## src/logic/tsfmt_pkg.sv

```systemverilog
// Purpose: Shared constants and carriers for the stream packet formatter
// Assumes: Wishbone classic register bus, 32-bit data, byte addresses
// Notes:   Register offsets are byte addresses of aligned words
package tsfmt_pkg;

    // Register map
    localparam logic [7:0] REG_CTRL       = 8'h00;
    localparam logic [7:0] REG_SEED       = 8'h04;
    localparam logic [7:0] REG_STATUS     = 8'h08;
    localparam logic [7:0] REG_STAT_CLR   = 8'h0c;
    localparam logic [7:0] REG_ENABLE     = 8'h10;
    localparam logic [7:0] REG_TIME       = 8'h14;
    localparam logic [7:0] REG_WR_THR0    = 8'h20;
    localparam logic [7:0] REG_RD_THR     = 8'h40;
    localparam logic [7:0] REG_CMP0       = 8'h60;

    // Control field positions
    localparam int CTRL_RX_MODE_LSB = 0;
    localparam int CTRL_SEED_SEL    = 2;
    localparam int CTRL_NONTS       = 3;
    localparam int CTRL_LEN_LSB     = 4;
    localparam int CTRL_STAMP_EN    = 7;
    localparam int CTRL_BIG64       = 8;

    // Reset values
    localparam logic [31:0] CTRL_RESET = 32'h0000_0000;
    localparam logic [31:0] SEED_RESET = 32'h0000_0000;

    // Receive stamp modes
    typedef enum logic [1:0] {
        TSF_STAMP_KEEP    = 2'b00,
        TSF_STAMP_ADD     = 2'b01,
        TSF_STAMP_REPLACE = 2'b10
    } tsf_stamp_e;

    // Packet and unit sizes
    localparam logic [8:0] TS_BODY_LEN  = 9'd188;
    localparam logic [8:0] TS_UNIT_LEN  = 9'd192;
    localparam logic [8:0] NTS_UNIT_LEN = 9'd256;
    localparam logic [8:0] NTS_BASE_LEN = 9'd200;
    localparam logic [3:0] STAMP_BYTES  = 4'd4;
    localparam logic [2:0] LEN_CODE_MAX = 3'h7;

    // Status bit positions: 0..7 write rings, 8 read ring, 9..16 compares
    localparam int ST_RD_RING = 8;
    localparam int ST_CMP_LSB = 9;
    localparam int ST_RX_ERR  = 17;
    localparam int ST_MAP     = 18;
    localparam int ST_ASSOC   = 19;
    localparam int ST_PICGRP  = 20;
    localparam int ST_BOUND   = 21;
    localparam int ST_WIDTH   = 22;

    // Stream events from the filter logic
    typedef struct packed {
        logic rx_err;
        logic map_found;
        logic assoc_found;
        logic pic_group;
        logic boundary;
    } tsf_evt_s;

    // One 64-bit memory write
    typedef struct packed {
        logic        valid;
        logic [63:0] data;
        logic        last;
    } tsf_mem_s;

endpackage : tsfmt_pkg

```

## src/logic/tsfmt_core.sv

```systemverilog
// Purpose: Packet framer: stamps, sizes and packs stream bytes into 64-bit words
// Assumes: Serial stream bits arrive on a link clock slower than clk_i
// Notes:   Ring addresses and stream events come from neighbouring logic
`timescale 1ns/100ps

// Behaviour
// - Mode 0 stores 192-byte packet unchanged
// - Mode 1 prepends arrival stamp to 188 bytes
// - Mode 2 overwrites carried stamp with own
// - Seed select 0: first stamp from packet
// - Seed select 1: first stamp from seed
// - Non-TS lengths 200 to 256 step 8
// - Stamping allowed for all lengths but 256
// - TS mode moves 192-byte units
// - Non-TS mode moves 256-byte units
// - Memory data path is 64 bits
// - 32-bit mode fills words from MSB
// - 64-bit mode fills from LSB lane
// - Bits within byte stay MSB first
// - Flags for eight write rings, read ring
// - Write ring flag after packet DMA done
// - Read ring flag at threshold address
// - Eight time compares set own flags
// - Packet error sets its flag
// - Map and association tables set flags
// - Picture group start sets flag
// - Boundary word sets boundary flag
// - Emulation suspend input accepted
module tsfmt_core
    import tsfmt_pkg::*;
(
    // System
    input  wire logic        clk_i,
    input  wire logic        rst_i,
    // Wishbone slave
    input  wire logic        wb_cyc_i,
    input  wire logic        wb_stb_i,
    input  wire logic        wb_we_i,
    input  wire logic [7:0]  wb_adr_i,
    input  wire logic [3:0]  wb_sel_i,
    input  wire logic [31:0] wb_dat_i,
    output logic      [31:0] wb_dat_o,
    output logic             wb_ack_o,
    // Serial link
    input  wire logic        link_clk_i,
    input  wire logic        link_data_i,
    input  wire logic        link_start_i,
    // Neighbouring logic
    input  wire tsf_evt_s    evt_i,
    input  wire logic [7:0]  wr_dma_done_i,
    input  wire logic [7:0]  wr_hit_i,
    input  wire logic [31:0] rd_addr_i,
    input  wire logic        emu_suspend_i,
    // Memory side
    output tsf_mem_s         mem_o,
    output logic             irq_o
);

    function automatic logic [7:0] lane_of(input logic big64, input logic [2:0] idx);
        // Byte lane within the 64-bit word for the idx-th stream byte
        if (big64) begin
            lane_of = 8'(idx);
        end else begin
            lane_of = {5'h0, idx[2], ~idx[1:0]};
        end
    endfunction : lane_of

    function automatic logic [4:0] stamp_shift(input logic [1:0] idx);
        // Bit offset of the idx-th stamp byte, high byte first
        stamp_shift = 5'd24 - {idx, 3'h0};
    endfunction : stamp_shift

    function automatic logic is_cmp_adr(input logic [7:0] adr);
        // Compare entries fill one aligned 32-byte block
        is_cmp_adr = (adr[7:5] == REG_CMP0[7:5]);
    endfunction : is_cmp_adr

    logic [31:0] ctrl_ff;
    logic [31:0] seed_ff;
    logic [ST_WIDTH-1:0] stat_ff;
    logic [ST_WIDTH-1:0] en_ff;
    logic [31:0] time_ff;
    logic [31:0] rd_thr_ff;
    logic [31:0] cmp_ff [8];
    logic        ack_ff;
    logic [31:0] dat_ff;
    logic        susp_ff;

    // Link synchronisers
    logic [2:0]  clk_sync_ff;
    logic [1:0]  dat_sync_ff;
    logic [1:0]  st_sync_ff;

    tsf_stamp_e  rx_mode;
    logic        nonts;
    logic        stamp_en;
    logic        big64;
    logic [2:0]  len_code;
    logic [8:0]  body_len;
    logic [8:0]  unit_len;
    logic        stamp_ins;
    logic        stamp_ovr;

    assign rx_mode  = tsf_stamp_e'(ctrl_ff[CTRL_RX_MODE_LSB +: 2]);
    assign nonts    = ctrl_ff[CTRL_NONTS];
    assign len_code = ctrl_ff[CTRL_LEN_LSB +: 3];
    assign big64    = ctrl_ff[CTRL_BIG64];
    // Code 7 with stamping is not allowed; stamping is then dropped
    assign stamp_en = ctrl_ff[CTRL_STAMP_EN] && (len_code != LEN_CODE_MAX);

    always_comb begin
        body_len  = TS_UNIT_LEN;
        unit_len  = TS_UNIT_LEN;
        stamp_ins = 1'b0;
        stamp_ovr = 1'b0;
        if (nonts) begin
            body_len  = NTS_BASE_LEN + {3'h0, len_code, 3'h0};
            unit_len  = NTS_UNIT_LEN;
            stamp_ins = stamp_en;
        end else begin
            case (rx_mode)
                TSF_STAMP_ADD: begin
                    body_len  = TS_BODY_LEN;
                    stamp_ins = 1'b1;
                end
                TSF_STAMP_REPLACE: stamp_ovr = 1'b1;
                default: ;
            endcase
        end
    end

    // Two flops before any logic; third only delays for edge detect
    always_ff @(posedge clk_i) begin
        if (rst_i) begin
            clk_sync_ff <= 3'h0;
            dat_sync_ff <= 2'h0;
            st_sync_ff  <= 2'h0;
        end else begin
            clk_sync_ff <= {clk_sync_ff[1:0], link_clk_i};
            dat_sync_ff <= {dat_sync_ff[0], link_data_i};
            st_sync_ff  <= {st_sync_ff[0], link_start_i};
        end
    end

    logic bit_stb;
    assign bit_stb = clk_sync_ff[1] && !clk_sync_ff[2];

    // Arrival time counter, frozen while the CPU is halted
    always_ff @(posedge clk_i) begin
        if (rst_i) begin
            time_ff <= 32'h0;
            susp_ff <= 1'b0;
        end else begin
            susp_ff <= emu_suspend_i;
            if (!susp_ff) begin
                time_ff <= time_ff + 32'h1;
            end
        end
    end

    // Byte assembly, MSB first
    logic [7:0] shift_ff;
    logic [2:0] bitc_ff;
    logic       byte_stb;
    logic [7:0] byte_val;
    logic       pkt_start;

    assign byte_val  = {shift_ff[6:0], dat_sync_ff[1]};
    assign byte_stb  = bit_stb && (bitc_ff == 3'h7);
    assign pkt_start = bit_stb && st_sync_ff[1];

    always_ff @(posedge clk_i) begin
        if (rst_i) begin
            shift_ff <= 8'h0;
            bitc_ff  <= 3'h0;
        end else if (bit_stb) begin
            shift_ff <= byte_val;
            bitc_ff  <= st_sync_ff[1] ? 3'h1 : bitc_ff + 3'h1;
        end
    end

    // Packet sequencing and packing
    logic [8:0]  pos_ff;
    logic        first_ff;
    logic [31:0] stamp_ff;
    logic [63:0] word_ff;
    logic [2:0]  wbyte_ff;
    logic        in_pkt_ff;
    logic        pad_ff;
    logic        seeded_ff;
    logic [31:0] tx_ref_ff;
    logic [7:0]  put_byte;
    logic        put_stb;
    logic [1:0]  sidx;
    logic [8:0]  stamp_len;
    logic [8:0]  pos_inc;
    logic        pkt_end;
    logic        unit_end;

    assign sidx      = pos_ff[1:0];
    assign stamp_len = stamp_ins ? 9'(STAMP_BYTES) : 9'h0;
    assign pos_inc   = pos_ff + 9'h1;
    // Payload ends after the body plus any inserted stamp
    assign pkt_end   = in_pkt_ff && (pos_inc == body_len + stamp_len);
    assign unit_end  = (pos_inc == unit_len);

    always_comb begin
        put_byte = byte_val;
        put_stb  = 1'b0;
        if (in_pkt_ff && byte_stb) begin
            put_stb = 1'b1;
            if (stamp_ovr && pos_ff < 9'(STAMP_BYTES)) begin
                put_byte = stamp_ff[stamp_shift(sidx) +: 8];
            end
        end else if (pad_ff) begin
            put_stb  = 1'b1;
            put_byte = 8'h0;
        end
    end

    always_ff @(posedge clk_i) begin
        if (rst_i) begin
            pos_ff    <= 9'h0;
            stamp_ff  <= 32'h0;
            word_ff   <= 64'h0;
            wbyte_ff  <= 3'h0;
            in_pkt_ff <= 1'b0;
            pad_ff    <= 1'b0;
            mem_o     <= '0;
        end else begin
            mem_o.valid <= 1'b0;
            mem_o.last  <= 1'b0;
            if (pkt_start && !in_pkt_ff && !pad_ff) begin
                in_pkt_ff <= 1'b1;
                stamp_ff  <= time_ff;
                pos_ff    <= stamp_len;
                wbyte_ff  <= 3'h0;
                word_ff   <= 64'h0;
                if (stamp_ins) begin
                    // Stamp bytes go first, high byte first
                    for (int i = 0; i < 4; i++) begin
                        word_ff[8*lane_of(big64, 3'(i)) +: 8] <= time_ff[8*(3-i) +: 8];
                    end
                    wbyte_ff <= 3'h4;
                end
            end else if (put_stb) begin
                word_ff[8*lane_of(big64, wbyte_ff) +: 8] <= put_byte;
                wbyte_ff <= wbyte_ff + 3'h1;
                pos_ff   <= pos_inc;
                if (pkt_end) begin
                    in_pkt_ff <= 1'b0;
                    pad_ff    <= !unit_end;
                end
                if (pad_ff && unit_end) begin
                    pad_ff <= 1'b0;
                end
                if (wbyte_ff == 3'h7) begin
                    mem_o.valid <= 1'b1;
                    mem_o.data  <= word_ff;
                    mem_o.data[8*lane_of(big64, wbyte_ff) +: 8] <= put_byte;
                    mem_o.last  <= unit_end;
                    word_ff     <= 64'h0;
                end
            end
        end
    end

    // Transmit timing reference for the first packet
    always_ff @(posedge clk_i) begin
        if (rst_i) begin
            seeded_ff <= 1'b0;
            tx_ref_ff <= 32'h0;
        end else if (!seeded_ff) begin
            if (ctrl_ff[CTRL_SEED_SEL]) begin
                tx_ref_ff <= seed_ff;
                seeded_ff <= 1'b1;
            end else if (in_pkt_ff && byte_stb && pos_ff < 9'(STAMP_BYTES)) begin
                tx_ref_ff[stamp_shift(sidx) +: 8] <= byte_val;
                seeded_ff <= (pos_ff == 9'(STAMP_BYTES) - 9'h1);
            end
        end
    end

    // Status flags: set wins over clear
    logic [ST_WIDTH-1:0] set_vec;
    logic [ST_WIDTH-1:0] clr_vec;
    logic                wr_hit;

    // A request counts once, on the edge that raises ack
    assign wr_hit = wb_cyc_i && wb_stb_i && wb_we_i && !ack_ff;

    always_comb begin
        set_vec = '0;
        set_vec[7:0] = wr_hit_i & wr_dma_done_i;
        set_vec[ST_RD_RING] = (rd_addr_i == rd_thr_ff);
        for (int i = 0; i < 8; i++) begin
            set_vec[ST_CMP_LSB + i] = (time_ff == cmp_ff[i]);
        end
        set_vec[ST_RX_ERR] = evt_i.rx_err;
        set_vec[ST_MAP]    = evt_i.map_found;
        set_vec[ST_ASSOC]  = evt_i.assoc_found;
        set_vec[ST_PICGRP] = evt_i.pic_group;
        set_vec[ST_BOUND]  = evt_i.boundary;
        clr_vec = '0;
        if (wr_hit && wb_adr_i == REG_STAT_CLR) begin
            clr_vec = wb_dat_i[ST_WIDTH-1:0];
        end
    end

    always_ff @(posedge clk_i) begin
        if (rst_i) begin
            stat_ff <= '0;
        end else begin
            stat_ff <= (stat_ff & ~clr_vec) | set_vec;
        end
    end

    // Level request; flags stay set until software clears them
    assign irq_o = |(stat_ff & en_ff);

    // Register writes
    always_ff @(posedge clk_i) begin
        if (rst_i) begin
            ctrl_ff   <= CTRL_RESET;
            seed_ff   <= SEED_RESET;
            en_ff     <= '0;
            rd_thr_ff <= 32'h0;
            for (int i = 0; i < 8; i++) begin
                cmp_ff[i] <= 32'hffff_ffff;
            end
        end else if (wr_hit && wb_sel_i == 4'hf) begin
            case (wb_adr_i)
                REG_CTRL:   ctrl_ff   <= wb_dat_i;
                REG_SEED:   seed_ff   <= wb_dat_i;
                REG_ENABLE: en_ff     <= wb_dat_i[ST_WIDTH-1:0];
                REG_RD_THR: rd_thr_ff <= wb_dat_i;
                default: begin
                    if (is_cmp_adr(wb_adr_i)) begin
                        cmp_ff[wb_adr_i[4:2]] <= wb_dat_i;
                    end
                end
            endcase
        end
    end

    // Read mux and ack
    // Read data is registered so it stands with ack
    always_ff @(posedge clk_i) begin
        if (rst_i) begin
            ack_ff <= 1'b0;
            dat_ff <= 32'h0;
        end else begin
            ack_ff <= wb_cyc_i && wb_stb_i && !ack_ff;
            case (wb_adr_i)
                REG_CTRL:   dat_ff <= ctrl_ff;
                REG_SEED:   dat_ff <= seed_ff;
                REG_STATUS: dat_ff <= 32'(stat_ff);
                REG_ENABLE: dat_ff <= 32'(en_ff);
                REG_TIME:   dat_ff <= time_ff;
                REG_WR_THR0: dat_ff <= tx_ref_ff;
                REG_RD_THR: dat_ff <= rd_thr_ff;
                default: begin
                    if (is_cmp_adr(wb_adr_i)) begin
                        dat_ff <= cmp_ff[wb_adr_i[4:2]];
                    end else begin
                        dat_ff <= 32'h0;
                    end
                end
            endcase
        end
    end

    assign wb_ack_o = ack_ff;
    assign wb_dat_o = dat_ff;

endmodule : tsfmt_core

```

## config.mk

```make
export PLATFORM = sky130hd
export DESIGN_NAME = tsfmt_core
export DESIGN_NICKNAME = d
export VERILOG_FILES = /design/src/logic/tsfmt_pkg.sv /design/src/logic/tsfmt_core.sv
export SDC_FILE = /design/constraint.sdc
export NUM_CORES = 2
export LEC_CHECK = 0
export BUFFER_PORTS_ARGS = -buffer_cell sky130_fd_sc_hd__buf_2
export CAP_MARGIN = 20
export CORE_ASPECT_RATIO = 0.7
export CORE_MARGIN = 4
export CORE_UTILIZATION = 60
export CTS_BUF_LIST = sky130_fd_sc_hd__clkbuf_8
export DETAILED_ROUTE_END_ITERATION = 6
export GPL_ROUTABILITY_DRIVEN = 1
export PLACE_DENSITY = 0.79
export SYNTH_ARGS = -nofsm -noshare
export SYNTH_HDL_FRONTEND = slang
export SYNTH_SLANG_ARGS = --single-unit
```

## constraint.sdc

```tcl
create_clock -name clk_i -period 4.4 [get_ports clk_i]
set_input_delay 0.88 -clock clk_i [delete_from_list [all_inputs] [get_ports clk_i]]
set_output_delay 0.88 -clock clk_i [all_outputs]
set_load 0.005 [all_outputs]
```

==> results.yml <==
power_and_ir_drop:
  seqPwrFrac_pct: 53.6
  leakagePower_uw: 0.0121
  netSwitchingFraction_pct: 25.7
  ir_drop_mv: 0.251
  power_frac_comb_pct: 5.7
  p_int_uw: 9290
  pwr-share-clk_pct: 40.6
  powerDensity_nw_per_um2: 333
  p_sw_uw: 3210
clocking:
  cts_resized: 0
  insertion_delay_ns: 0.75
  hold_buffers: 0
  cts_tree: "done"
  post-cts-setup-buffer-count: 0
  cts_sinks: 688
  numCtsBuffers: 102
  cts-root-buf: "clkbuf_8"
  clkTransAtPathRegs_ns: 0.07
  cts_buffer_depth: 3
  h-tree-depth: 3
floorplanning:
  core_area_um2: 55600
  io_pins: 206
  initial_core_util_pct: 61.1
  rows: 72
  die_w_um: 292
  die_y_um: 207
  die-area_um2: 60500
final_layout:
  finish.net_count: 3667
  mostFrequentLayoutCells: "dfxtp_1, nand2_1, xnor2_1, nor2_1, edfxtp_1"
  drive_gt1_share_pct: 20.3
  final_area_um2: 37500
  layout-area-overhead-vs-synth_pct: 10.6
  final_common_cell: "dfxtp_1"
setup_path:
  crit_buf_inv: 0
  crit_top_cell: "ha_1"
  end_kind: "register"
  path_class: "register to register"
  crit_chain: "ha_1 -> ha_1 -> and4b_1 -> and4_1 -> mux2i_1 -> nor2_1 -> a21boi_0 -> nor3_1"
  startpoint_type: "register"
  slowest_delay_ns: 1.05
  path_max_fanout: 13
  worstPathRequired_ns: 4.98
  path_delay_family: "simple AND/OR/NAND/NOR gates"
  slowest_stage: "mux2i_1"
  arrival_ns: 4.22
global_route:
  grt.total_usage_pct: 43.2
  grt_pass1_vias: 27600
  grt_max_degree: 205
  grt_pass1_wl_um: 193000
  antenna_found_initial: 13
  grt_overflow_total: 0
logic_synthesis:
  avgSynthCellArea_um2: 9.82
  seq_area_frac_synth_pct: 48.1
  ys_warn_count: 0
  synth_fp_nets: 3578
  synthesis.area_um2: 34000
  synth_cell_type_count: 67
  synth-seq-cells: 688
  synth_edf_count: 256
  synthFlopType: "dfxtp_1"
  async_flop_share_pct: 0
  synthCells: 3459
placed_design:
  portBuffers: 205
  hpwlAfterDp_um: 96900
  gp_congestion: 1.04
  postPlaceCellArea_um2: 35500
drt:
  drcViolationCount: 47
  wire_per_inst_um: 31.2
  num_vias: 30300
  drt_pass1_iterations: 7
  routed_wl_um: 137000
  ant_nets: 0
  routed_via_density: 6.91
  drt_iter0_markers: 5747
job:
  cap_viol_max_count: 0
sta:
  timing.final.crit_share_pct: 82.8
  finalSetupTns_ns: 0
  max-slew-margin-rel_pct: 12.9
  setup_violations: 0
  final_max_slew_viol_count: 0
  max_freq_mhz: 274
  hold_viol: 0
  tightest_slew_ns: 1.30
  rsz0062_at_grt: "no"
  period_needed_ns: 3.64
  fin_skew_ns: 0.0352
run_status:
  violations: "design-rule violations"
  status: "complete, but fails checks"
hold_path:
  hold_class: "input pin to register"
[cell families after synthesis]
| family | count (synthesis) | share of synthesized area (%) |
|---|---|---|
| simple gates | 1229 | 17.6 |
| compound gates | 649 | 12.3 |
| fa+ha+maj | 13 | 0.479 |
| mux | 213 | 9.06 |
| buf+inv | 341 | 4.08 |
| xor+xnor | 326 | 8.45 |
| flops | 688 | 48.1 |
[power by group through the flow]
stage | Sequential, uW | Clock, uW | Combinational, uW
after floorplan | 6810 | 0 | 374
after global placement | 6830 | 0 | 672
after detailed placement | 6830 | 0 | 677
after CTS | 6700 | 5040 | 680
after global routing | 6700 | 5330 | 724
final | 6700 | 5080 | 718
[worst reg2reg max path, stage by stage (launching register included)]
cell      delay [ns]
dfxtp_1         0.38
ha_1            0.16
ha_1            0.18
and4b_1         0.28
and4_1          0.76
mux2i_1         1.06
nor2_1          0.35
a21boi_0        0.27
nor3_1          0.07
[metal layers]
metal / GRT usage, % / part of all wire, % / up-vias
met5: 0 / 0.023 / -
met4: 10.4 / 3.1 / 6
met3: 24.4 / 20 / 382
met2: 55.4 / 38 / 2759
met1: 62.7 / 39 / 14600
li1: - / - / 12500
[Yosys cell counts, types with 19 or more instances]
cell type | n | area, um2
dfxtp_1 | 432 | 8650
nand2_1 | 425 | 1600
xnor2_1 | 306 | 2680
nor2_1 | 288 | 1080
edfxtp_1 | 256 | 7690
a21oi_1 | 249 | 1250
clkbuf_1 | 228 | 856
or2_2 | 156 | 976
a22oi_1 | 134 | 1010
or3_1 | 107 | 669
mux2i_1 | 106 | 1060
nand4_1 | 86 | 538
a211oi_1 | 72 | 541
mux4_2 | 72 | 1620
buf_2 | 56 | 280
o211ai_1 | 47 | 353
o21ai_0 | 41 | 205
nor3_1 | 39 | 195
buf_1 | 38 | 143
mux2_2 | 35 | 394
a31oi_1 | 24 | 150
nor4_1 | 24 | 150
xor2_1 | 19 | 166
[flip-flops by register name, indices dropped and copies added, names as in the netlist, 22 cells and up]
| register | flops |
|---|---|
| cmp_ff | 256 |
| ctrl_ff | 32 |
| en_ff | 22 |
| mem_o | 66 |
| rd_thr_ff | 32 |
| seed_ff | 32 |
| stamp_ff | 32 |
| stat_ff | 22 |
| time_ff | 32 |
| tx_ref_ff | 32 |
| wb_dat_o | 32 |
| word_ff | 64 |
[path summary, 6_finish.rpt]
kind	from	endpoint	slack, ns	cells past startpoint
max reg2reg	bitc_ff[0]$_SDFFE_PP0N_	mem_o[48]$_SDFFE_PP0P_	0.76	8
max	bitc_ff[0]$_SDFFE_PP0N_	mem_o[48]$_SDFFE_PP0P_	0.76	8
min	emu_suspend_i	susp_ff$_SDFF_PP0_	0.36	2
min reg2reg	dat_sync_ff[0]$_SDFF_PP0_	dat_sync_ff[1]$_SDFF_PP0_	0.43	1
[through the flow]
stage               hold WS, ns  setup slack (ns)  cells  power (uW)  util, %
floorplan                 0.414             0.454   3459        7180        -
global placement          0.420             0.758   4178        7500     63.8
detailed placement        0.422             0.645   4180        7510     63.9
CTS                       0.329              1.04   4366       12400     67.3
global route              0.351             0.688   4371       12700     67.5
finish                    0.363             0.756   4379       12500     67.6
[final cells by class]
cell class | count | area, um2
Sequential cell | 688 | 16300
Clock inverter | 72 | 343
Timing Repair Buffer | 314 | 2010
Fill cell | 4331 | 18000
Antenna cell | 9 | 22.5
Inverter | 12 | 45.0
Clock buffer | 114 | 1570
Tap cell | 740 | 926
Multi-Input combinational cell | 2430 | 16300
No activity file was read; power rests on OpenSTA's default activity.
